===== config.mk =====
export PLATFORM = sky130hd
export DESIGN_NAME = wmad_decoder
export DESIGN_NICKNAME = d
export VERILOG_FILES = /design/src/hdl/wmad_pkg.sv /design/src/hdl/wmad_byte_buf.sv /design/src/hdl/wmad_decoder.sv
export SDC_FILE = /design/constraint.sdc
export NUM_CORES = 1
export LEC_CHECK = 0
export ABC_AREA = 1
export CORE_MARGIN = 10
export CORE_UTILIZATION = 60
export DETAILED_ROUTE_END_ITERATION = 7
export DONT_BUFFER_PORTS = 1
export GPL_TIMING_DRIVEN = 0
export PLACE_DENSITY = 0.73
export SLEW_MARGIN = 5
export SYNTH_ARGS = -nofsm -noshare
export SYNTH_HDL_FRONTEND = slang
export SYNTH_SLANG_ARGS = --single-unit

===== constraint.sdc =====
create_clock -name clk_i -period 10.54 [get_ports clk_i]
set_input_delay 1.054 -clock clk_i [delete_from_list [all_inputs] [get_ports clk_i]]
set_output_delay 1.054 -clock clk_i [all_outputs]
set_load 0.01 [all_outputs]

===== src/hdl/wmad_pkg.sv =====
// constants and types for the word move and add/sub opcode decoder
`default_nettype none

package wmad_pkg;

  localparam int unsigned BUF_DEPTH = 5;

  localparam logic [7:0] OP_PREFIX      = 8'h01;
  localparam logic [7:0] OP_PTR         = 8'h05;
  localparam logic [7:0] OP_SADDRP_IMM  = 8'h0c;
  localparam logic [7:0] OP_SFRP_IMM    = 8'h0b;
  localparam logic [7:0] OP_RP_RP       = 8'h24;
  localparam logic [7:0] OP_AX_SADDRP   = 8'h1c;
  localparam logic [7:0] OP_SADDRP_AX   = 8'h1a;
  localparam logic [7:0] OP_AX_SFRP     = 8'h11;
  localparam logic [7:0] OP_SFRP_AX     = 8'h13;
  localparam logic [7:0] RP_IMM_MASK    = 8'hf9;
  localparam logic [7:0] RP_IMM_VAL     = 8'h60;
  localparam logic [7:0] PTR_MASK       = 8'hfe;
  localparam logic [7:0] PTR_LOAD_VAL   = 8'he2;
  localparam logic [7:0] PTR_STORE_VAL  = 8'he6;
  localparam logic [7:0] RP_SEL_MASK    = 8'h99;
  localparam logic [7:0] RP_SEL_VAL     = 8'h08;

  localparam logic [7:0] ARITH_MASK     = 8'hfc;
  localparam logic [7:0] AR_A_IMM       = 8'ha8;
  localparam logic [7:0] AR_SD_IMM      = 8'h68;
  localparam logic [7:0] AR_R_R         = 8'h88;
  localparam logic [7:0] AR_A_SD        = 8'h98;
  localparam logic [7:0] AR_SD_SD       = 8'h78;
  localparam logic [7:0] R_SEL_MASK     = 8'h88;
  localparam logic [7:0] R_SEL_VAL      = 8'h00;
  localparam logic [7:0] PAIR_POINTER_MASK      = 8'he0;
  localparam logic [7:0] PAIR_POINTER_VAL       = 8'h00;
  localparam logic [7:0] MEM2_MASK      = 8'h8c;
  localparam logic [7:0] MEM2_VAL       = 8'h08;

  // field positions
  localparam int unsigned FORM_OFS_BIT  = 4;
  localparam int unsigned PAIR_LSB      = 1;
  localparam int unsigned PAIR2_LSB     = 5;
  localparam int unsigned REG1_LSB      = 4;
  localparam int unsigned MODE_LSB      = 4;

  localparam logic [2:0] LEN_1 = 3'h1;
  localparam logic [2:0] LEN_2 = 3'h2;
  localparam logic [2:0] LEN_3 = 3'h3;
  localparam logic [2:0] LEN_4 = 3'h4;
  localparam logic [2:0] LEN_5 = 3'h5;

  typedef enum logic [1:0] {
    CLS_NONE,
    CLS_WORD_MOVE,
    CLS_ARITH,
    CLS_UNSUPPORTED
  } wmad_class_e;

  typedef enum logic [4:0] {
    F_NONE,
    F_RP_IMM,
    F_SADDRP_IMM,
    F_SFRP_IMM,
    F_RP_RP,
    F_AX_SADDRP,
    F_SADDRP_AX,
    F_AX_SFRP,
    F_SFRP_AX,
    F_AX_PTR,
    F_PTR_AX,
    F_A_IMM,
    F_SADDR_IMM,
    F_SFR_IMM,
    F_R_R,
    F_A_SADDR,
    F_A_SFR,
    F_SADDR_SADDR,
    F_A_MEM
  } wmad_form_e;

endpackage

`default_nettype wire


===== src/hdl/wmad_byte_buf.sv =====
// holding buffer for the bytes of the instruction being gathered
`default_nettype none

module wmad_byte_buf (
  input  wire logic            clk_i,
  input  wire logic            rst_n_i,
  input  wire logic            wr_i,
  input  wire logic [2:0]      idx_i,
  input  wire logic [7:0]      data_i,
  output var  logic [4:0][7:0] bytes_o
);

  always_ff @(posedge clk_i or negedge rst_n_i)
  begin
    if (!rst_n_i)
    begin
      bytes_o <= '0;
    end
    else if (wr_i && (idx_i < 3'(wmad_pkg::BUF_DEPTH)))
    begin
      bytes_o[idx_i] <= data_i;
    end
  end

endmodule

`default_nettype wire


===== src/hdl/wmad_decoder.sv =====
// opcode decoder for word moves and 8-bit add/sub instruction forms
`default_nettype none

module wmad_decoder (
  input  wire logic                 clk_i,
  input  wire logic                 rst_n_i,
  input  wire logic                 byte_valid_i,
  input  wire logic [7:0]           byte_i,
  output var  logic                 dec_valid_o,
  output var  wmad_pkg::wmad_class_e dec_class_o,
  output var  wmad_pkg::wmad_form_e dec_form_o,
  output var  logic [1:0]           arith_op_o,
  output var  logic                 ext_space_o,
  output var  logic                 dest_mem_o,
  output var  logic [2:0]           sel_a_o,
  output var  logic [2:0]           sel_b_o,
  output var  logic                 ptr_pick_o,
  output var  logic [4:0]           form_field_o,
  output var  logic [2:0]           mem_mode_o,
  output var  logic [7:0]           offset_a_o,
  output var  logic [7:0]           offset_b_o,
  output var  logic [15:0]          imm_o,
  output var  logic [15:0]          mem_offset_o,
  output var  logic [2:0]           length_o
);

  logic [2:0]      cnt;
  logic [4:0][7:0] buf_q;
  logic [4:0][7:0] v;
  logic [2:0]      need;
  logic            complete;

  function automatic logic hit(input logic [7:0] b,
                               input logic [7:0] m,
                               input logic [7:0] val);
    hit = ((b & m) == val);
  endfunction

  // total instruction length from the first two bytes
  function automatic logic [2:0] len_f(input logic [7:0] b0,
                                       input logic [7:0] b1);
    logic [2:0] n;
    n = wmad_pkg::LEN_1;
    if (b0 == wmad_pkg::OP_PREFIX)
    begin
      // prefix never completes at one byte, so b1 may still be stale
      if (b1 == wmad_pkg::OP_PTR)
        n = wmad_pkg::LEN_3;
      else if (hit(b1, wmad_pkg::ARITH_MASK, wmad_pkg::AR_SD_IMM))
        n = wmad_pkg::LEN_4;
      else if (hit(b1, wmad_pkg::ARITH_MASK, wmad_pkg::AR_A_SD))
        n = wmad_pkg::LEN_3;
      else if (hit(b1, wmad_pkg::PAIR_POINTER_MASK, wmad_pkg::PAIR_POINTER_VAL))
        n = wmad_pkg::LEN_5;
      else
        n = wmad_pkg::LEN_2;
    end
    else if (b0 == wmad_pkg::OP_SADDRP_IMM || b0 == wmad_pkg::OP_SFRP_IMM)
      n = wmad_pkg::LEN_4;
    else if (b0 == wmad_pkg::OP_RP_RP || b0 == wmad_pkg::OP_PTR)
      n = wmad_pkg::LEN_2;
    else if (b0 == wmad_pkg::OP_AX_SADDRP || b0 == wmad_pkg::OP_SADDRP_AX
             || b0 == wmad_pkg::OP_AX_SFRP || b0 == wmad_pkg::OP_SFRP_AX)
      n = wmad_pkg::LEN_2;
    else if (hit(b0, wmad_pkg::RP_IMM_MASK, wmad_pkg::RP_IMM_VAL))
      n = wmad_pkg::LEN_3;
    else if (hit(b0, wmad_pkg::ARITH_MASK, wmad_pkg::AR_A_IMM))
      n = wmad_pkg::LEN_2;
    else if (hit(b0, wmad_pkg::ARITH_MASK, wmad_pkg::AR_SD_IMM))
      n = wmad_pkg::LEN_3;
    else if (hit(b0, wmad_pkg::ARITH_MASK, wmad_pkg::AR_R_R))
      n = wmad_pkg::LEN_2;
    else if (hit(b0, wmad_pkg::ARITH_MASK, wmad_pkg::AR_A_SD))
      n = wmad_pkg::LEN_2;
    else if (hit(b0, wmad_pkg::ARITH_MASK, wmad_pkg::AR_SD_SD))
      n = wmad_pkg::LEN_3;
    else if (hit(b0, wmad_pkg::PAIR_POINTER_MASK, wmad_pkg::PAIR_POINTER_VAL)
             && b0 != 8'h00)
      n = b0[wmad_pkg::FORM_OFS_BIT] ? wmad_pkg::LEN_4
                                     : wmad_pkg::LEN_2;
    len_f = n;
  endfunction

  wmad_byte_buf u_buf (
    .clk_i   (clk_i),
    .rst_n_i (rst_n_i),
    .wr_i    (byte_valid_i),
    .idx_i   (cnt),
    .data_i  (byte_i),
    .bytes_o (buf_q)
  );

  always_comb
  begin
    v = buf_q;
    if (cnt < 3'(wmad_pkg::BUF_DEPTH))
      v[cnt] = byte_i;
    need = len_f(v[0], v[1]);
    complete = byte_valid_i && ((cnt + 3'h1) >= need);
  end

  always_ff @(posedge clk_i or negedge rst_n_i)
  begin
    if (!rst_n_i)
      cnt <= 3'h0;
    else if (complete)
      cnt <= 3'h0;
    else if (byte_valid_i)
      cnt <= cnt + 3'h1;
  end

  wmad_pkg::wmad_class_e next_class;
  wmad_pkg::wmad_form_e  next_form;
  logic [1:0]            next_op;
  logic                  next_ext;
  logic                  next_dmem;
  logic [2:0]            next_sel_a;
  logic [2:0]            next_sel_b;
  logic                  next_ptr;
  logic [4:0]            next_ff;
  logic [2:0]            next_mm;
  logic [7:0]            next_off_a;
  logic [7:0]            next_off_b;
  logic [15:0]           next_imm;
  logic [15:0]           next_moff;

  always_comb
  begin
    next_class = wmad_pkg::CLS_UNSUPPORTED;
    next_form  = wmad_pkg::F_NONE;
    next_op    = 2'h0;
    next_ext   = (v[0] == wmad_pkg::OP_PREFIX);
    next_dmem  = 1'b0;
    next_sel_a = 3'h0;
    next_sel_b = 3'h0;
    next_ptr   = 1'b0;
    next_ff    = 5'h0;
    next_mm    = 3'h0;
    next_off_a = 8'h00;
    next_off_b = 8'h00;
    next_imm   = 16'h0000;
    next_moff  = 16'h0000;
    if (next_ext)
    begin
      next_op = v[1][1:0];
      if (v[1] == wmad_pkg::OP_PTR)
      begin
        next_ptr = v[2][0];
        if (hit(v[2], wmad_pkg::PTR_MASK, wmad_pkg::PTR_LOAD_VAL))
        begin
          next_class = wmad_pkg::CLS_WORD_MOVE;
          next_form  = wmad_pkg::F_AX_PTR;
        end
        else if (hit(v[2], wmad_pkg::PTR_MASK, wmad_pkg::PTR_STORE_VAL))
        begin
          next_class = wmad_pkg::CLS_WORD_MOVE;
          next_form  = wmad_pkg::F_PTR_AX;
        end
      end
      else if (hit(v[1], wmad_pkg::ARITH_MASK, wmad_pkg::AR_SD_IMM))
      begin
        next_class = wmad_pkg::CLS_ARITH;
        next_form  = wmad_pkg::F_SFR_IMM;
        next_dmem  = 1'b1;
        next_off_a = v[2];
        next_imm   = {8'h00, v[3]};
      end
      else if (hit(v[1], wmad_pkg::ARITH_MASK, wmad_pkg::AR_A_SD))
      begin
        next_class = wmad_pkg::CLS_ARITH;
        next_form  = wmad_pkg::F_A_SFR;
        next_off_a = v[2];
      end
      else if (hit(v[1], wmad_pkg::PAIR_POINTER_MASK, wmad_pkg::PAIR_POINTER_VAL)
               && hit(v[2], wmad_pkg::MEM2_MASK, wmad_pkg::MEM2_VAL))
      begin
        next_class = wmad_pkg::CLS_ARITH;
        next_form  = wmad_pkg::F_A_MEM;
        next_op    = v[2][1:0];
        next_ff    = v[1][4:0];
        next_mm    = v[2][wmad_pkg::MODE_LSB +: 3];
        next_moff  = {v[4], v[3]};
      end
    end
    else
    begin
      next_op = v[0][1:0];
      if (v[0] == wmad_pkg::OP_SADDRP_IMM || v[0] == wmad_pkg::OP_SFRP_IMM)
      begin
        next_class = wmad_pkg::CLS_WORD_MOVE;
        next_form  = (v[0] == wmad_pkg::OP_SADDRP_IMM)
                     ? wmad_pkg::F_SADDRP_IMM : wmad_pkg::F_SFRP_IMM;
        next_off_a = v[1];
        next_imm   = {v[3], v[2]};
      end
      else if (v[0] == wmad_pkg::OP_RP_RP)
      begin
        if (hit(v[1], wmad_pkg::RP_SEL_MASK, wmad_pkg::RP_SEL_VAL))
        begin
          next_class = wmad_pkg::CLS_WORD_MOVE;
          next_form  = wmad_pkg::F_RP_RP;
          next_sel_a = {1'b0, v[1][wmad_pkg::PAIR2_LSB +: 2]};
          next_sel_b = {1'b0, v[1][wmad_pkg::PAIR_LSB +: 2]};
        end
      end
      else if (v[0] == wmad_pkg::OP_AX_SADDRP
               || v[0] == wmad_pkg::OP_SADDRP_AX
               || v[0] == wmad_pkg::OP_AX_SFRP
               || v[0] == wmad_pkg::OP_SFRP_AX)
      begin
        next_class = wmad_pkg::CLS_WORD_MOVE;
        next_off_a = v[1];
        if (v[0] == wmad_pkg::OP_AX_SADDRP)
          next_form = wmad_pkg::F_AX_SADDRP;
        else if (v[0] == wmad_pkg::OP_SADDRP_AX)
          next_form = wmad_pkg::F_SADDRP_AX;
        else if (v[0] == wmad_pkg::OP_AX_SFRP)
          next_form = wmad_pkg::F_AX_SFRP;
        else
          next_form = wmad_pkg::F_SFRP_AX;
      end
      else if (v[0] == wmad_pkg::OP_PTR)
      begin
        // other second bytes belong to groups outside this decoder
        next_ptr = v[1][0];
        if (hit(v[1], wmad_pkg::PTR_MASK, wmad_pkg::PTR_LOAD_VAL))
        begin
          next_class = wmad_pkg::CLS_WORD_MOVE;
          next_form  = wmad_pkg::F_AX_PTR;
        end
        else if (hit(v[1], wmad_pkg::PTR_MASK, wmad_pkg::PTR_STORE_VAL))
        begin
          next_class = wmad_pkg::CLS_WORD_MOVE;
          next_form  = wmad_pkg::F_PTR_AX;
        end
      end
      else if (hit(v[0], wmad_pkg::RP_IMM_MASK, wmad_pkg::RP_IMM_VAL))
      begin
        next_class = wmad_pkg::CLS_WORD_MOVE;
        next_form  = wmad_pkg::F_RP_IMM;
        next_sel_a = {1'b0, v[0][wmad_pkg::PAIR_LSB +: 2]};
        next_imm   = {v[2], v[1]};
      end
      else if (hit(v[0], wmad_pkg::ARITH_MASK, wmad_pkg::AR_A_IMM))
      begin
        next_class = wmad_pkg::CLS_ARITH;
        next_form  = wmad_pkg::F_A_IMM;
        next_imm   = {8'h00, v[1]};
      end
      else if (hit(v[0], wmad_pkg::ARITH_MASK, wmad_pkg::AR_SD_IMM))
      begin
        next_class = wmad_pkg::CLS_ARITH;
        next_form  = wmad_pkg::F_SADDR_IMM;
        next_dmem  = 1'b1;
        next_off_a = v[1];
        next_imm   = {8'h00, v[2]};
      end
      else if (hit(v[0], wmad_pkg::ARITH_MASK, wmad_pkg::AR_R_R))
      begin
        if (hit(v[1], wmad_pkg::R_SEL_MASK, wmad_pkg::R_SEL_VAL))
        begin
          next_class = wmad_pkg::CLS_ARITH;
          next_form  = wmad_pkg::F_R_R;
          next_sel_a = v[1][wmad_pkg::REG1_LSB +: 3];
          next_sel_b = v[1][2:0];
        end
      end
      else if (hit(v[0], wmad_pkg::ARITH_MASK, wmad_pkg::AR_A_SD))
      begin
        next_class = wmad_pkg::CLS_ARITH;
        next_form  = wmad_pkg::F_A_SADDR;
        next_off_a = v[1];
      end
      else if (hit(v[0], wmad_pkg::ARITH_MASK, wmad_pkg::AR_SD_SD))
      begin
        next_class = wmad_pkg::CLS_ARITH;
        next_form  = wmad_pkg::F_SADDR_SADDR;
        next_dmem  = 1'b1;
        next_off_a = v[1];
        next_off_b = v[2];
      end
      else if (hit(v[0], wmad_pkg::PAIR_POINTER_MASK, wmad_pkg::PAIR_POINTER_VAL)
               && v[0] != 8'h00
               && hit(v[1], wmad_pkg::MEM2_MASK, wmad_pkg::MEM2_VAL))
      begin
        next_class = wmad_pkg::CLS_ARITH;
        next_form  = wmad_pkg::F_A_MEM;
        next_op    = v[1][1:0];
        next_ff    = v[0][4:0];
        next_mm    = v[1][wmad_pkg::MODE_LSB +: 3];
        if (v[0][wmad_pkg::FORM_OFS_BIT])
          next_moff = {v[3], v[2]};
      end
    end
    if (next_class == wmad_pkg::CLS_UNSUPPORTED)
      next_op = 2'h0;
  end

  always_ff @(posedge clk_i or negedge rst_n_i)
  begin
    if (!rst_n_i)
      dec_valid_o <= 1'b0;
    else
      dec_valid_o <= complete;
  end

  // fields hold until the next instruction completes
  always_ff @(posedge clk_i or negedge rst_n_i)
  begin
    if (!rst_n_i)
    begin
      dec_class_o  <= wmad_pkg::CLS_NONE;
      dec_form_o   <= wmad_pkg::F_NONE;
      arith_op_o   <= 2'h0;
      ext_space_o  <= 1'b0;
      dest_mem_o   <= 1'b0;
      sel_a_o      <= 3'h0;
      sel_b_o      <= 3'h0;
      ptr_pick_o   <= 1'b0;
      form_field_o <= 5'h00;
      mem_mode_o   <= 3'h0;
      offset_a_o   <= 8'h00;
      offset_b_o   <= 8'h00;
      imm_o        <= 16'h0000;
      mem_offset_o <= 16'h0000;
      length_o     <= 3'h0;
    end
    else if (complete)
    begin
      dec_class_o  <= next_class;
      dec_form_o   <= next_form;
      arith_op_o   <= next_op;
      ext_space_o  <= next_ext;
      dest_mem_o   <= next_dmem;
      sel_a_o      <= next_sel_a;
      sel_b_o      <= next_sel_b;
      ptr_pick_o   <= next_ptr;
      form_field_o <= next_ff;
      mem_mode_o   <= next_mm;
      offset_a_o   <= next_off_a;
      offset_b_o   <= next_off_b;
      imm_o        <= next_imm;
      mem_offset_o <= next_moff;
      length_o     <= need;
    end
  end

endmodule

`default_nettype wire


; ---- Word level (Yosys, flattened, before mapping)
; Cells that the tools add are included.
[op_classes]
muxes = 212
reduce_logical = 16
n_eq_ne = 26
order_cmp = 4
add_sub_neg = 1
[op_table]
columns = cell, n
row1 = $mux 16, 23
row2 = $mux 8, 30
row3 = $mux 3, 55
row4 = $mux 5, 32
row5 = $mux 2, 34
row6 = $bwmux 40, 1
row7 = $mux 40, 1
row8 = $eq 8x5->1 const B, 4
row9 = $mux 4, 8
row10 = $eq 7x7->1 const B, 4
row11 = $mux 1, 27
row12 = $demux 8 s3, 1
row13 = $eq 6x5->1 const B, 4
row14 = $eq 6x6->1 const B, 4
row15 = $logic_not 8->1, 3
row16 = $eq 8x3->1 const B, 2
row17 = $eq 8x4->1 const B, 2
row18 = $eq 8x1->1 const B, 1
row19 = $eq 8x6->1 const B, 1
row20 = $reduce_bool 8->1, 1
row21 = $eq 3x2->1 const B, 2
row22 = $logic_and 1x1->1, 6
row23 = $logic_or 1x1->1, 5
row24 = $eq 4x2->1 const B, 1
row25 = other kinds (7), 7
[word_totals]
inputBits = 11
reg_bits = 121
word_cells = 281
output_inout_bits = 78

; ---- Depth between registers and ports, before layout
; Gate-level depths: netlist (run 1).
[logic_depth]
ltp_word = 23
mapped_depth = 26
depth_no_buf = 24

; ---- By module
; Synthesis (run 1) repeated with hierarchy kept, for this count alone.
[hier_totals]
hier_cells = 976
hier_area_um2 = 7113.1
[by_module_without_submodules]
columns = module, seq_area_each_um2, n_inst, cells_per_inst, area_per_inst_um2
row1 = wmad_decoder, 2026.9, 1, 797, 5516.5
row2 = wmad_byte_buf, 1001.0, 1, 179, 1596.5

; ---- Least setup slack after synthesis (run 1)
; OpenSTA, ideal clock, no wires.
[synth_timing]
path_type = input -> register
start = input byte_i[6]
end = register offset_a_o[5]
path_buffers = 3
t_required_ns = 10.421
setup_time_ns = 0.119
stages = 21
arrival_ns = 3.665
slack_ns = 6.756
cell_sequence = inv_1 nand3_1 nand2_1 nand2_2 nor3_4 nand2_2 buf_2 nand2_1 a21oi_1 nor2_1 inv_1 ha_1 nand2_1 o211ai_1 nand2_1 inv_1 clkbuf_1 clkbuf_1 o21ai_0 a31oi_1 nor2_1
[synth_via]
elab_chain_len = 17
word_cells_on_any_way = 60
classes_between = order compare (1) / eq/ne (18) / mux (31) / reduce/logical (10)
[synth_lines]
columns = item, line_no
row1 = from (decl), wmad_decoder.sv:8  ; input wire logic [7:0] byte_i,
row2 = $bwmux 40 (*), wmad_decoder.sv:97  ; v[cnt] = byte_i;
row3 = $mux 40 (*), wmad_decoder.sv:96  ; if (cnt < 3'(wmad_pkg::BUF_DEPTH))
row4 = $logic_not 8->1 or $reduce_bool 8->1 (tied branches), "wmad_decoder.sv:36, wmad_decoder.sv:78"
row5 = $logic_and 1x1->1, wmad_decoder.sv:78  ; && b0 != 8'h00)
row6 = $mux 3, wmad_decoder.sv:77  ; else if (hit(b0, wmad_pkg::PAIR_POINTER_MASK, wmad_pkg::PAIR_POINTER_VAL)
row7 = $mux 3, wmad_decoder.sv:75  ; else if (hit(b0, wmad_pkg::ARITH_MASK, wmad_pkg::AR_SD_SD))
row8 = $mux 3, wmad_decoder.sv:73  ; else if (hit(b0, wmad_pkg::ARITH_MASK, wmad_pkg::AR_A_SD))
row9 = $mux 3, wmad_decoder.sv:71  ; else if (hit(b0, wmad_pkg::ARITH_MASK, wmad_pkg::AR_R_R))
row10 = $mux 3, wmad_decoder.sv:69  ; else if (hit(b0, wmad_pkg::ARITH_MASK, wmad_pkg::AR_SD_IMM))
row11 = $mux 3, wmad_decoder.sv:67  ; else if (hit(b0, wmad_pkg::ARITH_MASK, wmad_pkg::AR_A_IMM))
row12 = $mux 3, wmad_decoder.sv:65  ; else if (hit(b0, wmad_pkg::RP_IMM_MASK, wmad_pkg::RP_IMM_VAL))
row13 = $mux 3, wmad_decoder.sv:62  ; else if (b0 == wmad_pkg::OP_AX_SADDRP || b0 == wmad_pkg::OP_SADDRP_AX
row14 = $mux 3, wmad_decoder.sv:60  ; else if (b0 == wmad_pkg::OP_RP_RP || b0 == wmad_pkg::OP_PTR)
row15 = $mux 3, wmad_decoder.sv:58  ; else if (b0 == wmad_pkg::OP_SADDRP_IMM || b0 == wmad_pkg::OP_SFRP_IMM)
row16 = $mux 3, wmad_decoder.sv:44  ; if (b0 == wmad_pkg::OP_PREFIX)
row17 = $ge 3x3->1, wmad_decoder.sv:99  ; complete = byte_valid_i && ((cnt + 3'h1) >= need);
row18 = $logic_and 1x1->1, wmad_decoder.sv:99
row19 = to (signal assigned), wmad_decoder.sv:340  ; offset_a_o <= next_off_a;
row20 = to (decl), wmad_decoder.sv:20  ; output var logic [7:0] offset_a_o,
; Mark *: on every way between the ends. The rest lies on a longest branch, timed or not.
; A chain may end at the register's enable or synchronous reset.

; ---- Final worst setup path (run 1)
[layout_timing]
start = register cnt[0]
end = register mem_mode_o[1]
[layout_via]
elab_chain_len = 21
word_cells_on_any_way = 74
classes_between = add/sub (1) / order compare (4) / eq/ne (20) / mux (36) / reduce/logical (13)
[layout_lines]
columns = item, line_no
row1 = from (decl), wmad_decoder.sv:27  ; logic [2:0] cnt;
row2 = from (signal assigned), wmad_decoder.sv:109  ; cnt <= cnt + 3'h1;
row3 = $lt 3x4->1 (not written as such) or $ge 3x1->1 (tied branches), wmad_decoder.sv:97
row4 = $logic_and 1x1->1 (not written as such), wmad_decoder.sv:97
row5 = $mux 8 (not written as such), wmad_decoder.sv:97
row6 = $demux 8 s3, --
row7 = $bwmux 40, wmad_decoder.sv:97
row8 = $mux 40, wmad_decoder.sv:96
row9 = $logic_not 8->1 or $reduce_bool 8->1 (tied branches), "wmad_decoder.sv:36, wmad_decoder.sv:78, wmad_decoder.sv:283"
row10 = $logic_and 1x1->1, "wmad_decoder.sv:78, wmad_decoder.sv:283"
row11 = [5 not listed], --
row12 = "$mux 3, on equally long branches", "wmad_decoder.sv:67, wmad_decoder.sv:250"
row13 = "$mux 3, on equally long branches", "wmad_decoder.sv:65, wmad_decoder.sv:244"
row14 = "$mux 3, on equally long branches", "wmad_decoder.sv:62, wmad_decoder.sv:237"
row15 = "$mux 3, on equally long branches", "wmad_decoder.sv:60, wmad_decoder.sv:222"
row16 = "$mux 3, on equally long branches", "wmad_decoder.sv:58, wmad_decoder.sv:206"
row17 = "$mux 3, on equally long branches", "wmad_decoder.sv:44, wmad_decoder.sv:196"
row18 = $ge 3x3->1 or $mux 3 (tied branches), "wmad_decoder.sv:99, wmad_decoder.sv:188"
row19 = $logic_and 1x1->1 or $mux 3 (tied branches), "wmad_decoder.sv:99, wmad_decoder.sv:143"
row20 = to (signal assigned), wmad_decoder.sv:339  ; mem_mode_o <= next_mm;
row21 = to (decl), wmad_decoder.sv:19  ; output var logic [2:0] mem_mode_o,
; Several ways; a longest one is shown, not always the timed one.

==> results of run 1 <==
-- state kept, by name, summed over array words and instances, names as in the netlist --
| name | flops |
|---|---|
| dest_mem_o | 1 |
| length_o | 3 |
| dec_valid_o | 1 |
| form_field_o | 5 |
| imm_o | 16 |
| mem_offset_o | 16 |
| offset_a_o | 8 |
| ext_space_o | 1 |
| cnt | 3 |
| dec_form_o | 5 |
| arith_op_o | 2 |
| sel_a_o | 3 |
| mem_mode_o | 3 |
| ptr_pick_o | 1 |
| u_buf.bytes_o | 40 |
| dec_class_o | 2 |
| offset_b_o | 8 |
| sel_b_o | 3 |
-- how the worst max path moves through the flow --
stage / start / to / slack, ns
after floorplan: byte_i[6] / offset_a_o[5] / 6.76
after global placement: byte_i[1] / form_field_o[2] / 5.54
after detailed placement: byte_i[6] / mem_mode_o[1] / 5.49
after CTS: cnt[0] / mem_mode_o[0] / 5.87
after global routing: cnt[0] / mem_mode_o[0] / 5.48
final: cnt[0] / mem_mode_o[1] / 5.57
-- worst max-delay path, cell delays in order, from the launching register on --
cell and delay [ns]:
dfrtp_1 0.50, nor2_4 0.21, buf_4 0.20, nand3_1 0.09, nand2_1 0.20, nand2_1 0.12, nor3_1 0.49, inv_1 0.27
nand3_1 0.15, inv_1 0.09, nand3_1 0.09, a21oi_1 0.17, ha_1 0.35, nand2_1 0.05, o211ai_1 0.15, nand2_1 0.15
inv_1 0.13, clkbuf_1 0.50, clkbuf_1 0.45, o21ai_1 0.15, a21oi_1 0.27, nor2_1 0.06
-- logic make-up (layout without fill, tap and decap cells) --
| group | Yosys count | after routing | share of synthesized area, % |
|---|---|---|---|
| AND/OR/NAND/NOR | 408 | 408 | 27.16 |
| AO/OA/AOI/OAI | 223 | 223 | 19.07 |
| flip-flops | 121 | 121 | 45.61 |
| buffers and inverters | 117 | 148 | 7.275 |
| adder cells (fa/ha/maj) | 4 | 4 | 0.7539 |
| XOR/XNOR | 1 | 1 | 0.1320 |
-- placed cells by master (no fill, tap or decap), types with 3 or more instances in the layout --
master,n
a21oi_1,53
a31oi_1,20
buf_2,5
buf_4,4
buf_6,3
bufinv_16,3
clkbuf_1,23
clkbuf_16,16
clkbuf_8,3
clkinv_4,3
clkinvlp_4,3
dfrtp_1,121
ha_1,4
inv_1,65
inv_2,15
inv_6,3
nand2_1,232
nand2_2,11
nand3_1,45
nand4_1,6
nor2_1,89
nor2_2,8
nor2_4,3
nor3_1,3
o211ai_1,15
o21a_1,4
o21ai_0,83
o21ai_1,23
o21ai_2,5
o22a_1,6
o22ai_1,3
o31ai_1,6
-- power breakdown --
group | switching (uW) | leakage (uW) | internal, uW
Sequential | 195 | 0.00155 | 669
Combinational | 1240 | 0.00162 | 459
Clock | 229 | 0.000288 | 375
-- area by class of cell --
type / count / area, um^2
Fill cell: 890 / 3420
Multi-Input combinational cell: 636 / 3128
Sequential cell: 121 / 3028
Clock buffer: 19 / 441.7
Inverter: 80 / 300.3
Buffer: 37 / 182.7
Tap cell: 140 / 175.2
Clock inverter: 12 / 165.2
-- metal layers --
layer	GRT usage (%)	up-vias
met4	13.69	0
met5	0	-
li1	-	2947
met3	9.928	107
met1	38.22	3281
met2	46.68	507
-- per-stage QoR --
stage | setup slack (ns) | cells | total power (uW) | hold WS, ns | area [um^2]
floorplan | 6.756 | 874 | 1947 | 0.4492 | 6639
global placement | 5.541 | 1014 | 2409 | 0.4639 | 6814
detailed placement | 5.490 | 1014 | 2476 | 0.4663 | 6814
CTS | 5.871 | 1045 | 3103 | 0.1847 | 7421
global route | 5.475 | 1045 | 3347 | 0.1790 | 7421
finish | 5.575 | 1045 | 3169 | 0.1973 | 7421
==> metrics.md, run 1 <==
| Metric | Value |
|---|---|
| Yosys top cell area share | `45.61%` |
| Hold_buf cts | `0` |
| First-pass GRT wire length | `37870 um` |
| Worst-path clk slew | `0.06 ns` |
| Global-route usage over all layers | `30.37%` |
| Congestion Overflow GR | `0` |
| Worst setup EP type | `flop` |
| Worst slew margin | `25.30%` |
| Cell taking the most area after synthesis | `dfrtp_1` |
| Max Freq | `0.2014 GHz` |
| Routed wl met2 | `11110 um` |
| Area grow syn2layout | `11.78%` |
| Synthesized instance count | `874` |
| Synthesized net count | `889` |
| CP required | `10.97 ns` |
| Via-to-Cell Ratio | `6.547` |
| Die ar. | `15670 um^2` |
| Worst-path fanout max | `10` |
| CTS-repair resized insts | `0` |
| TNS Setup | `0 ns` |
| Met3 Routed Length | `2919 um` |
| Mean Syn Cell Area | `7.596 um^2` |
| Number of CTS-inserted buffers | `17` |
| Synth async-reset ratio | `100.0%` |
| Vias in the first global route | `6504` |
| DR top layer | `met4` |
| Row count | `38` |
| Post-synth EDFFs | `0` |
| Post-synth top flop | `dfrtp_1` |
| Hold Fails Final Rpt | `0` |
| Clock Tree Root | `clkbuf_8` |
| CTS tree | `yes` |
| Layout cells sized above 1 | `10.39%` |
| Routability congestion estimate from global placement | `0.9607` |
| Top post-synthesis cells by count | `nand2_1, dfrtp_1, nor2_1, o21ai_0, inv_1` |
| CTS Sinks | `121` |
| Minimum clock period | `4.965 ns` |
| Pwr dens | `427.1 nW/um^2` |
| Worst-margin pin slew | `1.109 ns` |
| Min-Delay Path Class | `in -> async` |
| Initial Util | `61.24%` |
| H-tree depth | `4` |
| Leak pwr | `0.003463 uW` |
| Antenna violations before repair | `0` |
| Clk buf depth | `2` |
| Main area contributors after synthesis | `dfrtp_1, nand2_1, o21ai_0` |
| IO Port Bufs | `0` |
| #FFs+latches synth | `121` |
| Library cells used by synthesis | `40` |
| Setup violators final | `0` |
| Worst skew pair latency | `0.55 ns` |
| Final antenna diode count | `0` |
| Detail Route Antenna Nets | `0` |
| First-pass DRT Iterations | `8` |
| Period utilisation layout | `47.11%` |
| Clock skew | `0.01114 ns` |
| Post-layout util | `68.46%` |
| IO Count | `89` |
| Post-DP HPWL | `18030 um` |
| Syn. warnings | `0` |
| Slew Viols, Final | `0` |
| Reg2reg end | `mem_mode_o[1]` |
| Crit Path Class | `reg -> reg` |
| Max VDD drop | `0.0002447 V` |
| Reg2Reg Setup Slack | `5.57 ns` |
| Pin count of the biggest net entering global routing | `122` |
| Depth of the most critical reg-to-reg path | `21` |
| DR vias | `6842` |
| DR DRC count | `0` |
| Core area | `10840 um^2` |
| Post-CTS Setup Bufs | `0` |
| Chip Height | `125.2 um` |
| CP arrival | `5.40 ns` |
| NumNets Final | `908` |
| Initial DRC count | `935` |
| Max-capacitance violation count | `0` |
| RSZ-0062 raised after global routing | `false` |
| Count leader, synth | `nand2_1` |
| Crit start category | `flop` |
| Wire length per cell | `23.48 um` |
| Syn Std Cell Area | `6639 um^2` |
| RR Startpoint | `cnt[0]` |
| Post-synthesis sequential area ratio | `45.61%` |
| Status | `finished, final reports clean` |
| Drt total wl | `24540 um` |
| Die width | `125.2 um` |
| Metal1 wirelength | `9448 um` |
No activity file was read; power rests on OpenSTA's default activity.
==> inputs of run 2 (changes only) <==
--- a/config.mk
+++ b/config.mk
@@ -7,7 +7,7 @@
 export LEC_CHECK = 0
 export ABC_AREA = 1
 export CORE_MARGIN = 10
-export CORE_UTILIZATION = 60
+export CORE_UTILIZATION = 58
 export DETAILED_ROUTE_END_ITERATION = 7
 export DONT_BUFFER_PORTS = 1
 export GPL_TIMING_DRIVEN = 0
==> constraint.sdc (replaced) <==
create_clock -name clk_i -period 4 [get_ports clk_i]
set_input_delay 0.4 -clock clk_i [delete_from_list [all_inputs] [get_ports clk_i]]
set_output_delay 0.4 -clock clk_i [all_outputs]
set_load 0.01 [all_outputs]
==> run 2 against run 1 <==
- first-iteration DRC count is 8.1% lower
- via count is 1.8% lower
- fmax is 30% higher
- total power grew to 2.7 times the previous value
- register-to-register slack worse by 5.4 ns
- non-clock buffer count is 9 higher
- count of clock-buffer cells in the layout is 2 higher
- critical endpoint is now imm_o[13]
- clock skew is 0.0018 ns lower
==> metrics.md, run 2 (same netlist as run 1, synthesis figures left out) <==
| Metric | Value |
|---|---|
| Die ar. | `16130 um^2` |
| GRT Max-Usage Layer | `met2` |
| Worst slew margin | `33.32%` |
| Reg2Reg Setup Slack | `0.19 ns` |
| Congestion Overflow GR | `0` |
| Slew Viols, Final | `0` |
| Chip Height | `127.0 um` |
| CTS Sinks | `121` |
| Hold EP | `cnt[0]` |
| Minimum clock period | `3.812 ns` |
| Number of CTS-inserted buffers | `17` |
| Clk pwr share | `17.7%` |
| Hold Path Depth | `1` |
| Worst setup EP type | `flop` |
| Max Freq | `0.2623 GHz` |
| Reg2reg end | `imm_o[13]` |
| Max-capacitance violation count | `0` |
| GRT met3 Usage | `8.395%` |
| Leak pwr | `0.003593 uW` |
| Vias in the first global route | `6353` |
| Detail Route Antenna Nets | `0` |
| Worst-path clk slew | `0.06 ns` |
| Wire length per cell | `22.66 um` |
| NumNets Final | `917` |
| Critical-path top delay cell | `dfrtp_2` |
| Clock skew | `0.009385 ns` |
| Die width | `127.0 um` |
| Post-DP HPWL | `17710 um` |
| Period utilisation layout | `95.31%` |
| Hold Fails Final Rpt | `0` |
| Antenna violations before repair | `0` |
| Worst-margin pin slew | `0.9897 ns` |
| IO Count | `89` |
| IO Port Bufs | `0` |
| Global-route usage over all layers | `28.97%` |
| Pin count of the biggest net entering global routing | `122` |
| Grt met1 use | `38.01%` |
| Depth of the most critical reg-to-reg path | `20` |
| Most common cell after layout, fill and taps aside | `nand2_1` |
| Routability congestion estimate from global placement | `0.9781` |
| Crit start category | `flop` |
| Net Switching | `4397 uW` |
| Status | `finished, final reports clean` |
| First-pass DRT Iterations | `6` |
| Fin worst setup slack | `0.1878 ns` |
| Row count | `39` |
| RR Startpoint | `cnt[0]` |
| Final antenna diode count | `0` |
| Largest Register | `u_buf.bytes_o` |
| Area grow syn2layout | `15.45%` |
| Number of placed cells counting well taps | `1017` |
| DR DRC count | `0` |
| Clock Tree Root | `clkbuf_16` |
| M2 GR Usage | `43.59%` |
| H-tree depth | `4` |
| Initial Util | `58.64%` |
| Seq pwr share | `26.6%` |
| Worst skew pair latency | `0.43 ns` |
| CTS tree | `yes` |
| Dpl ws | `-0.5292 ns` |
| Post-layout util | `67.71%` |
| Via-to-Cell Ratio | `6.353` |
| First-pass GRT wire length | `36420 um` |
| Initial DRC count | `859` |
| Core area | `11320 um^2` |
| CP required | `4.34 ns` |
| Crit path top cell by count | `nand2_2` |
| CP arrival | `4.15 ns` |
| Biggest regs | `u_buf.bytes_o x40, imm_o x16, mem_offset_o x16` |
| DR vias | `6722` |
| Most frequent cells in the layout | `nand2_1, dfrtp_1, nor2_1` |
| Layout cells sized above 1 | `15.08%` |
| Crit Path Class | `reg -> reg` |
| Finished Layout Cells | `1058` |
| Switch share | `51.65%` |
| Max reg flops | `40` |
| Internal power | `4116 uW` |
| RSZ-0062 raised after global routing | `true` |
| Combinational fraction of design power | `55.7%` |
| Clk buf depth | `2` |
| Worst-path fanout max | `10` |
| Max VDD drop | `0.0007373 V` |
| Critical-path cell list | `nor2_4, buf_6, nand3_1, nand2_2, inv_2, nor3_4, nand2_1, clkbuf_4, nand2_2, a21oi_1, nor2_1, inv_1, ha_1, nand2_1, o211ai_1, nand2_2, nor2_1, clkbuf_4, o21ai_0, o21ai_0` |
| Pwr dens | `1111 nW/um^2` |
| Max stage delay on crit path | `0.47 ns` |
| Drt total wl | `23970 um` |
| Setup violators final | `0` |
| Min-Delay Path Class | `in -> reg` |
| Hold Path Origin | `byte_valid_i` |
-- run 2: worst max path at each step --
| stage | from | endpoint | slack (ns) | cells past startpoint |
|---|---|---|---|---|
| floorplan | cnt[0] | offset_a_o[5] | 0.60 | 22 |
| global placement | cnt[0] | mem_offset_o[0] | -0.46 | 21 |
| detailed placement | cnt[0] | mem_offset_o[1] | -0.53 | 21 |
| CTS | cnt[0] | mem_offset_o[0] | 0.006 | 22 |
| global route | cnt[0] | offset_a_o[3] | -0.02 | 21 |
| finish | cnt[0] | imm_o[13] | 0.19 | 20 |
-- run 2: area by class of cell --
cell class                 instances  area [um^2]
buffer                            37        244.0
multi-input combinational        636         3233
tap                              143        178.9
clock buffer                      21        460.4
timing repair buffer               9        90.09
inverter                          80        306.5
clock inverter                    11        122.6
fill                             919         3656
sequential                       121         3029
-- run 2: layer usage --
metal / vias up / share of wire (%)
met4: 0 / 3.4
met2: 432 / 46
met1: 3250 / 40
met5: - / 0
li1: 2973 / -
met3: 67 / 11
-- run 2: through the flow --
stage	cell area [um^2]	TNS (ns)	power [uW]	hold slack, ns
finish	7665	0	8514	0.07385
CTS	7482	0	8164	0.07022
floorplan	6639	0	5130	0.1044
global route	7665	-0.09966	9025	0.06622
detailed placement	6818	-26.19	6504	0.1082
global placement	6818	-22.49	6357	0.1080
-- run 2: critical path: cells and delay by family (launching register included) --
kind            cells  cell delay (ns)
fa+ha+maj           1             0.33
compound gates      4             0.59
simple gates       10             1.51
buf+inv             5             0.82
flops               1             0.47
-- run 2: what timing repair did --
action                                  4_1_cts  5_1_grt
endpoints found under the setup margin       79       81
resized for setup                            22       52
buffers inserted                              0        7
endpoints found under the hold margin       121        0
pin swaps                                     0        3
hold buffers                                  2        0
-- run 2: power by group through the flow --
stage	sequential, uW	combinational [uW]	clock (uW)
after floorplan	2160	2970	0
after global placement	2260	4100	0
after detailed placement	2280	4220	0
after CTS	2270	4380	1510
after global routing	2320	5140	1560
final	2260	4740	1510
==> inputs of run 3 (changes only) <==
--- a/config.mk
+++ b/config.mk
@@ -11,8 +11,9 @@
 export DETAILED_ROUTE_END_ITERATION = 7
 export DONT_BUFFER_PORTS = 1
 export GPL_TIMING_DRIVEN = 0
+export MAX_ROUTING_LAYER = met4
 export PLACE_DENSITY = 0.73
-export SLEW_MARGIN = 5
 export SYNTH_ARGS = -nofsm -noshare
 export SYNTH_HDL_FRONTEND = slang
 export SYNTH_SLANG_ARGS = --single-unit
+export TNS_END_PERCENT = 20
==> run 3 against run 2 <==
- clock skew down 0.0018 ns
- design area down 0.49%
- fmax about the same
- core utilization down 0.33 points
- die area unchanged
- sequential share of layout area up 0.19 points
- first-iteration DRC count down 5.6%
- via count down 3.1%
- flip-flop and latch count unchanged
- critical path type unchanged
- largest cell class unchanged
- largest power group unchanged
- highest routed layer unchanged
==> metrics.md, run 3 (same netlist as run 1, synthesis figures left out) <==
| Metric | Value |
|---|---|
| Vias in the first global route | `6218` |
| Most frequent cells in the layout | `nand2_1, dfrtp_1, nor2_1` |
| Die width | `127.0 um` |
| Crit path top cell by count | `nand2_2` |
| Drt total wl | `23380 um` |
| Most common cell after layout, fill and taps aside | `nand2_1` |
| Global-route usage over all layers | `29.41%` |
| Crit start category | `flop` |
| Biggest regs | `u_buf.bytes_o x40, imm_o x16, mem_offset_o x16` |
| Hold Slack | `0.07153 ns` |
| Switch share | `50.32%` |
| Max VDD drop | `0.0006843 V` |
| Leak pwr | `0.003574 uW` |
| Hold Path Origin | `byte_valid_i` |
| Layout cells sized above 1 | `13.81%` |
| NumNets Final | `910` |
| Final antenna diode count | `0` |
| Worst-margin pin slew | `0.9888 ns` |
| TNS Setup | `0 ns` |
| Clk pwr share | `19.6%` |
| Worst skew pair latency | `0.42 ns` |
| First-pass GRT wire length | `35910 um` |
| Reg2reg end | `length_o[0]` |
| Depth of the most critical reg-to-reg path | `22` |
| Register area | `3029 um^2` |
| RR Startpoint | `cnt[0]` |
| Reg2Reg Setup Slack | `0.19 ns` |
| Net Switching | `4298 uW` |
| Area grow syn2layout | `14.89%` |
| Worst setup EP type | `flop` |
| Worst-path clk slew | `0.05 ns` |
| Worst-path fanout max | `10` |
| M2 GR Usage | `42.74%` |
| CTS Sinks | `121` |
| Fin worst setup slack | `0.1900 ns` |
| Largest Register | `u_buf.bytes_o` |
| Status | `finished, final reports clean` |
| Detail Route Antenna Nets | `0` |
| GRT Max-Usage Layer | `met2` |
| Post-DP HPWL | `17540 um` |
| Final Power | `8542 uW` |
| Pwr dens | `1120 nW/um^2` |
| Chip Height | `127.0 um` |
| H-tree depth | `4` |
| Crit Path Class | `reg -> reg` |
| Seq pwr share | `26.5%` |
| DR DRC count | `0` |
| Critical-path cell list | `nor2_4, nand2_2, buf_6, nand2_2, nand2_4, nor2_2, inv_2, nor3_1, nand2_2, nand3_1, inv_1, nand3_1, a21oi_4, ha_1, nand2_1, o211ai_1, nand2_2, inv_1, clkbuf_4, buf_2, nand2_1, nand2_1` |
| Die ar. | `16130 um^2` |
| Slew Viols, Final | `0` |
| Core area | `11320 um^2` |
| Combinational fraction of design power | `54.0%` |
| Via-to-Cell Ratio | `6.214` |
| CTS tree | `yes` |
| Worst slew margin | `33.39%` |
| Wire length per cell | `22.31 um` |
| Max reg flops | `40` |
| Post-CTS Setup Bufs | `0` |
| Period utilisation layout | `95.25%` |
| Multi-input gate area | `3213 um^2` |
| DR vias | `6512` |
| Initial DRC count | `811` |
| Max Freq | `0.2625 GHz` |
| Row count | `39` |
| Crit path max-delay family | `simple AND/OR/NAND/NOR gates` |
| Clk buf depth | `2` |
| Congestion Overflow GR | `0` |
| IO Port Bufs | `0` |
| Hold Fails Final Rpt | `0` |
| Number of CTS-inserted buffers | `17` |
| Internal power | `4243 uW` |
| Clock Tree Root | `clkbuf_16` |
| Hold EP | `cnt[0]` |
| Min-Delay Path Class | `in -> reg` |
| GRT met3 Usage | `8.354%` |
| Critical-path top delay cell | `dfrtp_2` |
| CP arrival | `4.17 ns` |
| Max stage delay on crit path | `0.48 ns` |
| Initial Util | `58.64%` |
| First-pass DRT Iterations | `6` |
| CP required | `4.36 ns` |
| Hold Path Depth | `1` |
| IO Count | `89` |
| Antenna violations before repair | `0` |
| Fillers | `939` |
| Pin count of the biggest net entering global routing | `122` |
| Max-capacitance violation count | `0` |
| Grt met1 use | `37.87%` |
| Routability congestion estimate from global placement | `0.9911` |
| Minimum clock period | `3.810 ns` |
| Dpl ws | `-0.5821 ns` |
| CP bufs+invs | `6` |
| Clock skew | `0.007550 ns` |
| Setup violators final | `0` |
run 3: power by group through the flow:
stage | clock network [uW] | logic (uW) | registers, uW
2_1_floorplan | 0 | 2970 | 2160
3_3_place_gp | 0 | 4090 | 2260
3_5_place_dp | 0 | 4190 | 2280
4_1_cts | 1670 | 4340 | 2270
5_1_grt | 1720 | 5030 | 2320
6_report | 1670 | 4610 | 2260
run 3: what timing repair did:
item                                    CTS  global route
endpoints found under the hold margin   121             0
pin swaps                                 0             1
gates resized for setup                  22            39
endpoints found under the setup margin   79            81
hold buffers                              2             0
run 3: area by class of cell:
class                      instances  share of cell area [%]
buffer                            37                   3.035
clock buffer                      22                   6.086
clock inverter                     7                   2.182
inverter                          80                   4.019
multi-input combinational        636                   42.13
sequential                       121                   39.71
tap                              143                   2.346
timing repair buffer               2                  0.4921
run 3: worst reg2reg max path, stage by stage, from the launching register on:
cell,delay [ns]
dfrtp_2,0.48
nor2_4,0.18
nand2_2,0.10
buf_6,0.15
nand2_2,0.07
nand2_4,0.09
nor2_2,0.17
inv_2,0.07
nor3_1,0.22
nand2_2,0.22
nand3_1,0.12
inv_1,0.08
nand3_1,0.13
a21oi_4,0.10
ha_1,0.31
nand2_1,0.06
o211ai_1,0.20
nand2_2,0.12
inv_1,0.11
clkbuf_4,0.20
buf_2,0.34
nand2_1,0.15
nand2_1,0.09
run 3: stage by stage:
| step | std cells | utilization, % | cell area, um^2 |
|---|---|---|---|
| 2_1_floorplan | 874 | - | 6639 |
| 3_3_place_gp | 1017 | 60.22 | 6818 |
| 3_5_place_dp | 1017 | 60.22 | 6818 |
| 5_1_grt | 1048 | 67.37 | 7627 |
| 6_report | 1048 | 67.37 | 7627 |
| 4_1_cts | 1048 | 66.53 | 7532 |
run 3: worst max path at each step:
stage / start / end / slack [ns] / depth (start not counted)
2_1_floorplan: cnt[0] / offset_a_o[5] / 0.60 / 22
3_3_place_gp: cnt[0] / mem_offset_o[0] / -0.48 / 21
3_5_place_dp: cnt[0] / mem_offset_o[0] / -0.58 / 21
4_1_cts: cnt[0] / mem_offset_o[0] / 0.02 / 22
5_1_grt: cnt[0] / offset_a_o[5] / -0.03 / 24
6_report: cnt[0] / length_o[0] / 0.19 / 22
run 3: metal layers:
metal,up-vias,routed length (um)
li1,2958,-
met1,3062,9577
met2,422,10370
met3,70,2634
met4,0,790
met5,-,0
